===== config.mk =====
export PLATFORM = sky130hd
export DESIGN_NAME = pmk_power_ctrl
export DESIGN_NICKNAME = d
export VERILOG_FILES = /design/src/hdl/pmk_key_unlock.v /design/src/hdl/pmk_power_ctrl.v /design/src/hdl/pmk_sync.v
export VERILOG_INCLUDE_DIRS = /design/src /design/src/include
export SDC_FILE = /design/constraint.sdc
export NUM_CORES = 1
export LEC_CHECK = 0
export ABC_AREA = 1
export BUFFER_PORTS_ARGS = -buffer_cell sky130_fd_sc_hd__buf_4
export CORE_ASPECT_RATIO = 1.1
export CORE_MARGIN = 4
export CORE_UTILIZATION = 58
export DETAILED_ROUTE_END_ITERATION = 7
export HOLD_SLACK_MARGIN = 0.1
export PLACE_DENSITY = 0.95
export SLEW_MARGIN = 10
export SYNTH_ARGS = -nofsm -noshare
export SYNTH_HDL_FRONTEND = slang
export SYNTH_SLANG_ARGS = --single-unit

===== constraint.sdc =====
create_clock -name core_clk_i -period 6.37 [get_ports core_clk_i]
set_input_delay 0.9555 -clock core_clk_i [delete_from_list [all_inputs] [get_ports core_clk_i]]
set_output_delay 0.9555 -clock core_clk_i [all_outputs]
set_load 0.01 [all_outputs]

===== src/include/pmk_map.vh =====
`ifndef PMK_MAP_VH
`define PMK_MAP_VH

// ----------------------------------------
// Bus geometry
// ----------------------------------------
`define PMK_AW 16
`define PMK_DW 32

// ----------------------------------------
// Register byte addresses
// ----------------------------------------
`define PMK_OFS_MODE 16'h0a00
`define PMK_OFS_PKEY 16'h0a04
`define PMK_OFS_LKEY 16'h210c

// ----------------------------------------
// Unlock values and reset values
// ----------------------------------------
`define PMK_KEY_FIRST 16'h4859
`define PMK_KEY_SECOND 16'hf27b
`define PMK_PKEY_W 16
`define PMK_PKEY_RST 16'h0000
`define PMK_LKEY_W 20
`define PMK_LKEY_OPEN 20'hc59d6
`define PMK_LKEY_RST 20'h00000

// ----------------------------------------
// Power mode register fields
// ----------------------------------------
`define PMK_BIT_RAM 15
`define PMK_BIT_ADC 14
`define PMK_BIT_SEQ 3
`define PMK_BIT_TMR 2
`define PMK_MODE_HI 1
`define PMK_MODE_LO 0
`define PMK_MODE_ACTIVE 2'h1
`define PMK_MODE_HIB 2'h2
`define PMK_MODE_RST 2'h1

// ----------------------------------------
// Timing
// ----------------------------------------
`define PMK_SETTLE_CYC 2

`endif


===== src/hdl/pmk_key_unlock.v =====
`include "pmk_map.vh"

// ----------------------------------------
// Two-write unlock tracker for mode register
// ----------------------------------------
module pmk_key_unlock (
	input wire core_clk_i,
	input wire rst_n_i,
	input wire any_wr_i,
	input wire key_wr_i,
	input wire mode_wr_i,
	input wire [`PMK_PKEY_W-1:0] key_data_i,
	output wire open_o
);

	localparam ST_LOCKED = 2'd0;
	localparam ST_HALF = 2'd1;
	localparam ST_OPEN = 2'd2;

	reg [1:0] state_q;
	reg [1:0] state_d;

	// Next state of the unlock sequence
	always @* begin
		state_d = state_q;
		if (key_wr_i) begin
			case (state_q)
				ST_HALF: begin
					// Second value completes the sequence
					if (key_data_i == `PMK_KEY_SECOND) begin
						state_d = ST_OPEN;
					end else if (key_data_i == `PMK_KEY_FIRST) begin
						state_d = ST_HALF;
					end else begin
						state_d = ST_LOCKED;
					end
				end
				default: begin
					// Always restart on the first value
					if (key_data_i == `PMK_KEY_FIRST) begin
						state_d = ST_HALF;
					end else begin
						state_d = ST_LOCKED;
					end
				end
			endcase
		end else if (mode_wr_i) begin
			// One mode write consumes the unlock
			state_d = ST_LOCKED;
		end else if (any_wr_i) begin
			// Stray write relocks
			state_d = ST_LOCKED;
		end
	end

	always @(posedge core_clk_i or negedge rst_n_i) begin
		if (!rst_n_i) begin
			state_q <= ST_LOCKED;
		end else begin
			state_q <= state_d;
		end
	end

	assign open_o = (state_q == ST_OPEN);

endmodule


===== src/hdl/pmk_power_ctrl.v =====
// Our own choice: the address-and-strobe port.
`include "pmk_map.vh"

module pmk_power_ctrl #(
	parameter SETTLE_CYC = `PMK_SETTLE_CYC
) (
	input wire core_clk_i,
	input wire rst_b_i,
	input wire [`PMK_AW-1:0] addr_i,
	input wire [`PMK_DW-1:0] wdata_i,
	input wire wr_i,
	input wire rd_i,
	output wire [`PMK_DW-1:0] rdata_o,
	input wire seq_sleep_req_i,
	input wire timer_sleep_i,
	input wire wake_i,
	output wire core_pwr_en_o,
	output wire hs_clk_en_o,
	output wire sram_pwr_en_o,
	output wire sram_retain_o,
	output wire adc_switch_on_o,
	output wire hibernate_o,
	output wire pwr_unlocked_o,
	output wire lp_seq_access_en_o
);

	// ----------------------------------------
	// Power state codes
	// ----------------------------------------
	localparam ST_ACTIVE = 2'd0;
	localparam ST_ENTER = 2'd1;
	localparam ST_HIB = 2'd2;
	localparam ST_EXIT = 2'd3;
	localparam CW = 8;

	// ----------------------------------------
	// Reset release
	// ----------------------------------------
	reg rst_s1_q;
	reg rst_n_q;

	// Release is synchronous, assertion is not
	always @(posedge core_clk_i or negedge rst_b_i) begin
		if (!rst_b_i) begin
			rst_s1_q <= 1'b0;
			rst_n_q <= 1'b0;
		end else begin
			rst_s1_q <= 1'b1;
			rst_n_q <= rst_s1_q;
		end
	end

	// ----------------------------------------
	// Asynchronous inputs
	// ----------------------------------------
	wire [1:0] sync_lvl;
	wire timer_lvl;
	wire wake_lvl;
	reg timer_prev_q;
	reg wake_prev_q;

	// Timer and wake pin arrive from the slow clock
	pmk_sync #(
		.W(2)
	) u_sync (
		.core_clk_i(core_clk_i),
		.rst_n_i(rst_n_q),
		.async_i({wake_i, timer_sleep_i}),
		.level_o(sync_lvl)
	);

	assign timer_lvl = sync_lvl[0];
	assign wake_lvl = sync_lvl[1];

	// Edge memory on the filtered levels
	always @(posedge core_clk_i or negedge rst_n_q) begin
		if (!rst_n_q) begin
			timer_prev_q <= 1'b0;
			wake_prev_q <= 1'b0;
		end else begin
			timer_prev_q <= timer_lvl;
			wake_prev_q <= wake_lvl;
		end
	end

	wire timer_rise = timer_lvl & ~timer_prev_q;
	wire wake_rise = wake_lvl & ~wake_prev_q;

	// ----------------------------------------
	// Address decode
	// ----------------------------------------
	wire hit_mode = (addr_i == `PMK_OFS_MODE);
	wire hit_pkey = (addr_i == `PMK_OFS_PKEY);
	wire hit_lkey = (addr_i == `PMK_OFS_LKEY);
	wire wr_mode = wr_i & hit_mode;
	wire wr_pkey = wr_i & hit_pkey;
	wire wr_lkey = wr_i & hit_lkey;

	// ----------------------------------------
	// Mode register protection
	// ----------------------------------------
	wire mode_open;

	// Any write outside the key and mode regs relocks
	pmk_key_unlock u_key (
		.core_clk_i(core_clk_i),
		.rst_n_i(rst_n_q),
		.any_wr_i(wr_i),
		.key_wr_i(wr_pkey),
		.mode_wr_i(wr_mode),
		.key_data_i(wdata_i[`PMK_PKEY_W-1:0]),
		.open_o(mode_open)
	);

	// Locked writes fall through with no effect
	wire mode_take = wr_mode & mode_open;

	// ----------------------------------------
	// Register storage
	// ----------------------------------------
	reg [`PMK_PKEY_W-1:0] pkey_q;
	reg [`PMK_LKEY_W-1:0] lkey_q;
	reg [1:0] mode_sel_q;
	reg ram_hold_enable_q;
	reg adc_switch_hold_q;
	reg sequencer_autosleep_en_q;
	reg timer_autosleep_en_q;

	// Key registers store whatever was written
	always @(posedge core_clk_i or negedge rst_n_q) begin
		if (!rst_n_q) begin
			pkey_q <= `PMK_PKEY_RST;
			lkey_q <= `PMK_LKEY_RST;
		end else begin
			if (wr_pkey) begin
				pkey_q <= wdata_i[`PMK_PKEY_W-1:0];
			end
			// Low-power key field, guards only the sequencer permission
			if (wr_lkey) begin
				lkey_q <= wdata_i[`PMK_LKEY_W-1:0];
			end
		end
	end

	// Mode register fields, written only when unlocked
	always @(posedge core_clk_i or negedge rst_n_q) begin
		if (!rst_n_q) begin
			mode_sel_q <= `PMK_MODE_RST;
			ram_hold_enable_q <= 1'b0;
			adc_switch_hold_q <= 1'b0;
			sequencer_autosleep_en_q <= 1'b0;
			timer_autosleep_en_q <= 1'b0;
		end else if (mode_take) begin
			// Field keeps the raw code, reserved ones too
			mode_sel_q <= wdata_i[`PMK_MODE_HI:`PMK_MODE_LO];
			ram_hold_enable_q <= wdata_i[`PMK_BIT_RAM];
			adc_switch_hold_q <= wdata_i[`PMK_BIT_ADC];
			sequencer_autosleep_en_q <= wdata_i[`PMK_BIT_SEQ];
			timer_autosleep_en_q <= wdata_i[`PMK_BIT_TMR];
		end
	end

	// ----------------------------------------
	// Low-power key decode
	// ----------------------------------------
	// Only the exact value opens, anything else locks
	wire lp_open = (lkey_q == `PMK_LKEY_OPEN);

	// ----------------------------------------
	// Sleep and wake requests
	// ----------------------------------------
	wire code_hib = (wdata_i[`PMK_MODE_HI:`PMK_MODE_LO] == `PMK_MODE_HIB);
	wire code_act = (wdata_i[`PMK_MODE_HI:`PMK_MODE_LO] == `PMK_MODE_ACTIVE);

	// Software entry by writing the hibernate code
	wire sw_sleep = mode_take & code_hib;
	// Software return to active mode
	wire sw_wake = mode_take & code_act;
	// Sequencer command honoured only when enabled
	wire seq_sleep = seq_sleep_req_i & sequencer_autosleep_en_q;
	// Timer event honoured only when enabled
	wire tmr_sleep = timer_rise & timer_autosleep_en_q;

	// Reserved codes raise neither request
	wire sleep_req = sw_sleep | seq_sleep | tmr_sleep;
	wire wake_req = sw_wake | wake_rise;

	// ----------------------------------------
	// Power sequencing
	// ----------------------------------------
	reg [1:0] pst_q;
	reg [1:0] pst_d;
	reg [CW-1:0] cnt_q;
	reg [CW-1:0] cnt_d;
	wire cnt_done = (cnt_q == {CW{1'b0}});
	wire [CW-1:0] settle_ld = SETTLE_CYC[CW-1:0];

	// Clock stops before power drops, and power
	// returns before the clock, so no logic sees
	// a clock on an unpowered core
	always @* begin
		pst_d = pst_q;
		cnt_d = cnt_q;
		case (pst_q)
			ST_ACTIVE: begin
				if (sleep_req) begin
					pst_d = ST_ENTER;
					cnt_d = settle_ld;
				end
			end
			ST_ENTER: begin
				if (cnt_done) begin
					pst_d = ST_HIB;
				end else begin
					cnt_d = cnt_q - 1'b1;
				end
			end
			ST_HIB: begin
				if (wake_req) begin
					pst_d = ST_EXIT;
					cnt_d = settle_ld;
				end
			end
			ST_EXIT: begin
				if (cnt_done) begin
					pst_d = ST_ACTIVE;
				end else begin
					cnt_d = cnt_q - 1'b1;
				end
			end
			default: begin
				pst_d = ST_ACTIVE;
				cnt_d = {CW{1'b0}};
			end
		endcase
	end

	always @(posedge core_clk_i or negedge rst_n_q) begin
		if (!rst_n_q) begin
			pst_q <= ST_ACTIVE;
			cnt_q <= {CW{1'b0}};
		end else begin
			pst_q <= pst_d;
			cnt_q <= cnt_d;
		end
	end

	// ----------------------------------------
	// Power control outputs
	// ----------------------------------------
	reg core_pwr_q;
	reg hs_clk_q;
	reg sram_pwr_q;
	reg sram_ret_q;
	reg adc_sw_q;
	reg hib_q;

	// Outputs follow the next state so they line up with it
	always @(posedge core_clk_i or negedge rst_n_q) begin
		if (!rst_n_q) begin
			core_pwr_q <= 1'b1;
			hs_clk_q <= 1'b1;
			sram_pwr_q <= 1'b1;
			sram_ret_q <= 1'b0;
			adc_sw_q <= 1'b1;
			hib_q <= 1'b0;
		end else begin
			// Everything up in active mode
			hs_clk_q <= (pst_d == ST_ACTIVE);
			core_pwr_q <= (pst_d != ST_HIB);
			// SRAM down in hibernate
			sram_pwr_q <= (pst_d != ST_HIB);
			// Retention is meaningful only while SRAM is down
			sram_ret_q <= (pst_d == ST_HIB) & ram_hold_enable_q;
			// Switch off in hibernate unless held
			adc_sw_q <= (pst_d != ST_HIB) | adc_switch_hold_q;
			hib_q <= (pst_d == ST_HIB);
		end
	end

	assign core_pwr_en_o = core_pwr_q;
	assign hs_clk_en_o = hs_clk_q;
	assign sram_pwr_en_o = sram_pwr_q;
	assign sram_retain_o = sram_ret_q;
	assign adc_switch_on_o = adc_sw_q;
	assign hibernate_o = hib_q;
	assign pwr_unlocked_o = mode_open;

	// ----------------------------------------
	// Sequencer permission output
	// ----------------------------------------
	reg lp_acc_q;

	// Registered to keep the permission glitch free
	always @(posedge core_clk_i or negedge rst_n_q) begin
		if (!rst_n_q) begin
			lp_acc_q <= 1'b0;
		end else begin
			lp_acc_q <= lp_open;
		end
	end

	assign lp_seq_access_en_o = lp_acc_q;

	// ----------------------------------------
	// Read path
	// ----------------------------------------
	reg [`PMK_DW-1:0] rdata_q;
	reg [`PMK_DW-1:0] rd_mux;

	// Reserved bits and unmapped addresses read zero
	always @* begin
		rd_mux = {`PMK_DW{1'b0}};
		if (hit_mode) begin
			rd_mux[`PMK_BIT_RAM] = ram_hold_enable_q;
			rd_mux[`PMK_BIT_ADC] = adc_switch_hold_q;
			rd_mux[`PMK_BIT_SEQ] = sequencer_autosleep_en_q;
			rd_mux[`PMK_BIT_TMR] = timer_autosleep_en_q;
			// Last written code, not the live state
			rd_mux[`PMK_MODE_HI:`PMK_MODE_LO] = mode_sel_q;
		end else if (hit_pkey) begin
			rd_mux[`PMK_PKEY_W-1:0] = pkey_q;
		end else if (hit_lkey) begin
			rd_mux[`PMK_LKEY_W-1:0] = lkey_q;
		end
	end

	// Data stand only in the cycle after the strobe
	always @(posedge core_clk_i or negedge rst_n_q) begin
		if (!rst_n_q) begin
			rdata_q <= {`PMK_DW{1'b0}};
		end else if (rd_i) begin
			rdata_q <= rd_mux;
		end else begin
			rdata_q <= {`PMK_DW{1'b0}};
		end
	end

	assign rdata_o = rdata_q;

endmodule


===== src/hdl/pmk_sync.v =====
// ----------------------------------------
// Three-stage input synchroniser
// ----------------------------------------
module pmk_sync #(
	parameter W = 2
) (
	input wire core_clk_i,
	input wire rst_n_i,
	input wire [W-1:0] async_i,
	output wire [W-1:0] level_o
);

	genvar g;
	generate
		for (g = 0; g < W; g = g + 1) begin : bit_sync
			reg s1_q;
			reg s2_q;
			reg s3_q;
			reg lvl_q;
			// Stage one feeds stage two only
			always @(posedge core_clk_i or negedge rst_n_i) begin
				if (!rst_n_i) begin
					s1_q <= 1'b0;
					s2_q <= 1'b0;
					s3_q <= 1'b0;
					lvl_q <= 1'b0;
				end else begin
					s1_q <= async_i[g];
					s2_q <= s1_q;
					s3_q <= s2_q;
					// Change counts once two stages agree
					if (s2_q == s3_q) begin
						lvl_q <= s3_q;
					end
				end
			end
			assign level_o[g] = lvl_q;
		end
	endgenerate

endmodule


[After elaboration in Yosys (flattened, before gate mapping)]
Cells that the tools add are included.
Storage, ports and cells
  register bits after elaboration: 92
  input port bits: 55
  output and inout port bits: 40
  logic and storage cells: 96
Operators by class
  add/subtract/negate cells: 1
  equal/unequal tests: 20
  mux-type cells: 23
  bitwise operators: 17
  reduce and logical (&&, ||, !) cells: 6
Operator list (count)
  $mux 20: 2
  $eq 16x12->1 const B: 2
  $mux 8: 3
  $pmux 8 s3: 1
  $eq 20x20->1 const B: 1
  $mux 2: 10
  $eq 16x14->1 const B: 1
  $eq 16x15->1 const B: 1
  $eq 16x16->1 const B: 1
  $mux 16: 1
  $mux 4: 3
  $and 1x1->1: 11
  $eq 2x2->1 const B: 5
  $mux 10: 1
  $logic_not 8->1: 1
  $ne 2x2->1 const B: 4
  $pmux 2 s4: 1
  $sub 8x1->8 const B: 1
  $eq 2x1->1 const B: 3
  $logic_not 2->1: 2
  $or 1x1->1: 4
  $reduce_and 3->1: 1
  $reduce_bool 3->1: 1
  $eq 1x1->1: 2
  other kinds (3): 4

[Depth between registers and ports, before layout]
Gate-level depths: netlist of run 1.
  depth after elaboration: 10
  depth in mapped cells: 12
  depth with buffers taken out: 12

[Cells and area by module]
Synthesis of run 1 repeated with hierarchy kept, for this count alone.
Unflattened totals
  cell total of the unflattened synthesis: 483
  area total of the unflattened synthesis: 4342.9 µm²
Modules (own cells, without submodules)
  pmk_power_ctrl: times used 1, cells an instance 420, area an instance 3866.2 µm², sequential area each 2057.0 µm²
  pmk_sync: times used 1, cells an instance 18, area an instance 247.7 µm², sequential area each 200.2 µm²
  pmk_key_unlock: times used 1, cells an instance 45, area an instance 229.0 µm², sequential area each 50.0 µm²

[Worst setup path before layout of run 1]
OpenSTA, ideal clock, no wires.
  path kind: input-to-reg
  start point: input addr_i[5]
  end point: register lkey_q[11]
  library setup time: 119 ps
  arrival time: 1858 ps
  data required time: 6251 ps
  slack: 4393 ps
  stages on the path: 9
  buffers on the path: 1
  cells stage by stage: nor2_1 > nand2_1 > nor4_1 > nand3_1 > inv_2 > nand2_4 > buf_6 > nand2_1 > o21ai_2
Between the ends
  word-level cells in the longest chain between the ends: 2
RTL lines
  from (decl): RTL line pmk_power_ctrl.v:9  | input wire [`PMK_AW-1:0] addr_i,
  $eq 16x14->1 (no line)
  $and 1x1->1: RTL line pmk_power_ctrl.v:97  | wire wr_lkey = wr_i & hit_lkey;
  to (signal assigned): RTL line pmk_power_ctrl.v:133  | lkey_q <= `PMK_LKEY_RST;
  to (signal assigned): RTL line pmk_power_ctrl.v:140  | lkey_q <= wdata_i[`PMK_LKEY_W-1:0];
  to (decl): RTL line pmk_power_ctrl.v:122  | reg [`PMK_LKEY_W-1:0] lkey_q;
Every way passes these cells.
A chain may end at the register's enable or synchronous reset.

[Final worst setup path of run 1]
  start point: input addr_i[5]
  end point: register lkey_q[10]
The elaborated chain is that of the path after synthesis.

==> impl_metrics.tcl, run 1 <==
set metrics [dict create \
    die_width_um 88.7 \
    top_level_ports 95 \
    power_leakage_uw 0.00255 \
    skew_ps 9.63 \
    setup_viol 0 \
    critPathMaxFanout 36 \
    min_path_type "flop to async pin" \
    overflow 0 \
    n_antenna_cell 0 \
    grt_setup_unrepaired "no" \
    vias 3509 \
    final_layout_size_suffix_gt1_share_pct 21.7 \
    fmax_ghz 0.352 \
    grt_pass1_vias 3493 \
    fp.dieArea_mm2 0.00859 \
    final_cell_mix "117 x nand2_1, 87 x dfrtp_1, 70 x buf_4" \
    antenna_left 0 \
    start_util_pct 59.3 \
    r2r_slack_ps 4490 \
    final_common_cell "nand2_1" \
    ys_warn_count 0 \
    drc 0 \
    finalHoldViolations 0 \
    netlist_top_cells_area "dfrtp_1 53%, nand2_1 11%, inv_1 5.4%, o21ai_2 3.4%, nand3_1 3.0%" \
    wl_met2_um 5080 \
    endpoint "lkey_q[10]" \
    pwr_density_cell_mw_per_mm2 276 \
    ff_latch_area_mm2 0.00231 \
    synth.avg_cell_area_um2 8.81 \
    r2r_start "cnt_q[0]" \
    wl_per_cell_um 15.7 \
    postCtsSetupRepairBufs 0 \
    die_h_um 96.8 \
    grt_max_degree 91 \
    timing.rr.end "sram_retain_o" \
    arrival_ps 3070 \
    dr_wl_met3_um 759 \
    place_congestion 0.902 \
    p_sw_share_pct 31.6 \
    startpoint_type "input pin" \
    end_kind "flop" \
    ys_seq_elements 92 \
    slew_violations 0 \
    area_growth_pct 17.2 \
    insertion_delay_ps 360 \
    maxCapViolations 0 \
    clock_sinks 92 \
    p_total_uw 1340 \
    topRoutingLayerUsed "met4" \
    synthCells 472 \
    reg2reg_depth 8 \
    htree_levels 3 \
    antenna_found_initial 0 \
    num_rows 32 \
    seq_power_share_pct 49.2 \
    clkSlewWorstSetupHoldPaths_ps 90 \
    viasPerCell 5.58 \
    dr.pass1.iters 5 \
    synth_largest_area_cell "dfrtp_1" \
    grt_pass1_wl_um 15900 \
    core_area_mm2 0.00701 \
    place_hpwl_um 6790 \
    synth.distinct_cells 33 \
    intPower_uw 919 \
    layout.nets 596 \
    track_usage_pct 24.0 \
    peakVddDrop_v 0.000154 \
    root_buffer "clkbuf_8" \
    numCtsBuffers 9 \
    path_class "input pin to flop" \
    clockBufferDepth 2 \
    cts_tree "built" \
    synth_seq_area_share_pct 55.5 \
    wirelength_um 9870 \
    io_buffers 70 \
    netSwitchingPower_uw 424 \
    synth_largest_type_area_fraction_pct 53.0 \
    timing.slew.headroom_pct 53.9 \
    power_frac_clock_pct 28.6 \
    tightest_slew_ps 690 \
    fillCellCount 515 \
    post_cts_resized 0 \
    finalSetupTns_ps 0 \
    min_period_ps 2840 \
    ctsHoldBuffers 0 \
    wl_met1_um 3590 \
    synthesis.area_mm2 0.00416 \
    multi_input_area_mm2 0.00147 \
    fin_crit_sh_pct 44.6 \
    cp_data_required_time_ps 6600 \
    crit_start "addr_i[5]" \
    drt_iter0_drc 333 \
    p_comb_share_pct 22.1 \
    outcome "finished, final reports clean" \
]
-- critical path: stages --
cell and delay (ps):
buf_4 110, nor2_1 90, nand2_1 110, nor4_1 290, nand3_1 460, inv_2 400, nand2_4 340, nand2_1 210
o21ai_2 80
-- layout make-up --
type | count | area share, %
Clock inverter | 6 | 1.31
Tap cell | 85 | 2.18
Multi-Input combinational cell | 301 | 30.1
Clock buffer | 10 | 2.62
Inverter | 64 | 4.93
Timing Repair Buffer | 71 | 11.4
Sequential cell | 92 | 47.5
-- per-stage QoR --
step	hold slack (ps)	cells	utilization, %	instance area, um^2	worst slack [ps]
2_1_floorplan	331	483	-	4200	3620
3_3_place_gp	334	612	66.3	4650	3470
3_5_place_dp	336	612	66.3	4650	3260
4_1_cts	346	628	69.0	4840	3600
5_1_grt	293	629	69.5	4870	3350
6_report	254	629	69.5	4870	3530
-- state kept, by name, summed over array words and instances, names as in the netlist, 2 cells and up --
| name | flops |
|---|---|
| pst_q | 2 |
| u_sync.bit_sync.s3_q | 2 |
| cnt_q | 8 |
| lkey_q | 20 |
| rdata_o | 20 |
| u_sync.bit_sync.lvl_q | 2 |
| pkey_q | 16 |
| u_sync.bit_sync.s2_q | 2 |
| u_sync.bit_sync.s1_q | 2 |
| mode_sel_q | 2 |
| u_key.state_q | 2 |
-- synth_stat cells --
master	n
o21ai_2	16
o21ai_1	16
o21ai_0	15
nand2_4	2
xor2_1	2
ha_1	2
o22ai_1	1
nand3_2	1
dfstp_2	4
clkbuf_1	1
maj3_1	2
buf_2	6
inv_2	4
nand2_1	117
a32o_1	1
conb_1	2
a31oi_1	1
nand4_1	10
nor3b_1	1
dfrtp_1	88
nor4_1	4
buf_4	16
nor2_1	33
buf_6	3
o21bai_1	6
nor3_1	14
a21oi_1	14
nand3b_1	1
inv_1	60
or2_2	1
and3_1	1
nor2_2	2
nand3_1	25
-- cells by family (layout without fill, tap and decap cells) --
| group | count (synthesis) | in the layout | synth area share (%) |
|---|---|---|---|
| fa+ha+maj | 4 | 4 | 1.08 |
| simple gates | 212 | 212 | 22.1 |
| buf+inv | 90 | 151 | 10.3 |
| xor+xnor | 2 | 2 | 0.422 |
| compound gates | 70 | 70 | 10.4 |
| flops | 92 | 92 | 55.5 |
| other cells | 2 | 13 | 0.181 |
-- worst min path at each step --
stage | from | to | slack (ps) | cells past startpoint
final | rst_n_q | cnt_q[1] | 250 | 0
after global routing | rst_n_q | rdata_o[1] | 290 | 0
after CTS | rst_b_i | rst_n_q | 350 | 1
after detailed placement | u_sync.bit_sync[1].s1_q | u_sync.bit_sync[1].s2_q | 340 | 0
after global placement | u_sync.bit_sync[0].s1_q | u_sync.bit_sync[0].s2_q | 330 | 0
after floorplan | rst_s1_q | rst_n_q | 330 | 0
-- per-layer routing --
layer | global-route usage (%) | up-vias
met2 | 39.2 | 186
met5 | 0 | -
met4 | 14.5 | 0
met3 | 3.49 | 42
met1 | 29.3 | 1673
li1 | - | 1608
-- power by group through the flow --
stage,Sequential [uW],Combinational (uW),Clock [uW]
after floorplan,674,195,0
after global placement,675,257,0
after detailed placement,678,279,0
after CTS,668,283,388
after global routing,667,333,419
final,661,297,385
Note: power is estimated with default switching activity, not from simulation.
==> run 2, diff against run 1 <==
Settings changed: CORE_UTILIZATION 58 to 54, PLACE_DENSITY 0.95 to 0.9.
Clock period 6.37 ns to 2.9 ns, I/O delays scaled along.
==> run 2 against run 1 <==
  * Highest routed layer unchanged
  * Critical endpoint is now sram_retain_o
  * Global-route usage fell by 3.0 points
  * Register-to-register slack got worse by 3400 ps
  * Combinational power rose by 120%
  * Count of clock-buffer cells in the layout increased by 1
  * Utilization is 3.6 points lower
  * Largest power group unchanged
  * First-iteration DRC count shrank 23%
  * Critical path type is now flop to flop
  * Design area up 1.1%
  * Critical path depth fell by 1
  * Largest cell class unchanged
  * Wire length decreased by 6.8%
==> impl_metrics.tcl, run 2 (synthesis results as in run 1) <==
set metrics [dict create \
    outcome "finished, final reports clean" \
    antenna_found_initial 0 \
    peakVddDrop_v 0.000290 \
    timing.slew.headroom_pct 63.3 \
    power_leakage_uw 0.00258 \
    dr.pass1.iters 6 \
    start_util_pct 55.6 \
    grt_pass1_wl_um 15300 \
    final_cell_mix "117 x nand2_1, 87 x dfrtp_1, 73 x buf_4" \
    arrival_ps 2130 \
    top_level_ports 95 \
    wl_per_cell_um 14.1 \
    end_kind "flop" \
    min_period_ps 1830 \
    fp.dieArea_mm2 0.00917 \
    slew_violations 0 \
    r2r_slack_ps 1070 \
    maxCapViolations 0 \
    overflow 0 \
    vias 3405 \
    reg2reg_depth 8 \
    htree_levels 3 \
    hold_depth 1 \
    finalSetupTns_ps 0 \
    drc 0 \
    wirelength_um 9200 \
    core_area_mm2 0.00747 \
    cp_data_required_time_ps 3200 \
    insertion_delay_ps 370 \
    antenna_left 0 \
    die_h_um 100 \
    cts_tree "built" \
    min_path_type "input pin to flop" \
    clkSlewWorstSetupHoldPaths_ps 90 \
    layout.nets 600 \
    path_class "flop to flop" \
    die_width_um 91.7 \
    clock_sinks 92 \
    startpoint_type "flop" \
    critPathMaxFanout 4 \
    fmax_ghz 0.545 \
    final_layout_size_suffix_gt1_share_pct 22.1 \
    finalHoldViolations 0 \
    grt_max_degree 91 \
    final_common_cell "nand2_1" \
    drt_iter0_drc 255 \
    numCtsBuffers 9 \
    area_growth_pct 18.5 \
    tightest_slew_ps 549 \
    skew_ps 13.6 \
    dp_slack_ps 890 \
    place_hpwl_um 6370 \
    fin_crit_sh_pct 63.2 \
    clockBufferDepth 2 \
    track_usage_pct 21.0 \
    io_buffers 70 \
    viasPerCell 5.21 \
    setup_viol 0 \
    pwr_density_cell_mw_per_mm2 597 \
    fillCellCount 580 \
    n_antenna_cell 0 \
    fin_ws_ps 1070 \
    grt_pass1_vias 3336 \
    place_congestion 0.835 \
    post_cts_resized 0 \
    num_rows 33 \
    grt_setup_unrepaired "no" \
    p_total_uw 2940 \
    root_buffer "clkbuf_8" \
]
run 2: final timing paths:
kind                          start                       to
min in group asynchronous   rst_n_q               rdata_o[1]
hold / removal               wake_i  u_sync.bit_sync[1].s1_q
setup / recovery           cnt_q[0]            sram_retain_o
max in group asynchronous   rst_n_q            mode_sel_q[0]
setup reg to reg           cnt_q[0]            sram_retain_o
hold reg to reg             rst_n_q               rdata_o[1]
run 2: power breakdown:
group / internal (uW) / switching, uW
sequential: 1390 / 68.1
combinational: 236 / 417
clock: 371 / 464
total: 1990 / 948
run 2: what timing repair did:
| action | 4_1_cts | 5_1_grt |
|---|---|---|
| endpoints found under the hold margin | 2 | 0 |
| hold buffers | 1 | 0 |
| buffers inserted | 0 | 0 |
run 2: worst max-delay path: stages, from the launching register on:
cell and delay, ps:
dfrtp_1 400, inv_1 130, ha_1 170, nand3_1 70, nor3_1 220, nand2_1 130, xor2_1 310, nand3_1 210
nor2_1 120
run 2: cell type report:
type	count	area [um^2]	share of cell area (%)
Inverter	64	240	4.88
Multi-Input combinational cell	301	1460	29.7
Tap cell	105	131	2.67
Clock inverter	5	42.5	0.864
Timing Repair Buffer	75	586	11.9
Clock buffer	11	151	3.07
Sequential cell	92	2310	46.9
run 2: metrics by stage:
stage | hold WS (ps) | std cells | util, % | instance area (um^2)
after floorplan | 139 | 483 | - | 4200
after global placement | 217 | 635 | 62.8 | 4690
after detailed placement | 219 | 635 | 62.8 | 4690
after CTS | 162 | 652 | 65.5 | 4900
after global routing | 155 | 653 | 65.9 | 4920
final | 172 | 653 | 65.9 | 4920
run 2: per-layer routing:
| metal | vias to the layer above | GRT usage [%] | routed length [um] |
|---|---|---|---|
| li1 | 1617 | - | - |
| met1 | 1641 | 25.2 | 3640 |
| met2 | 126 | 36.8 | 4780 |
| met3 | 21 | 4.20 | 585 |
| met4 | 0 | 9.16 | 191 |
| met5 | - | 0 | 0 |
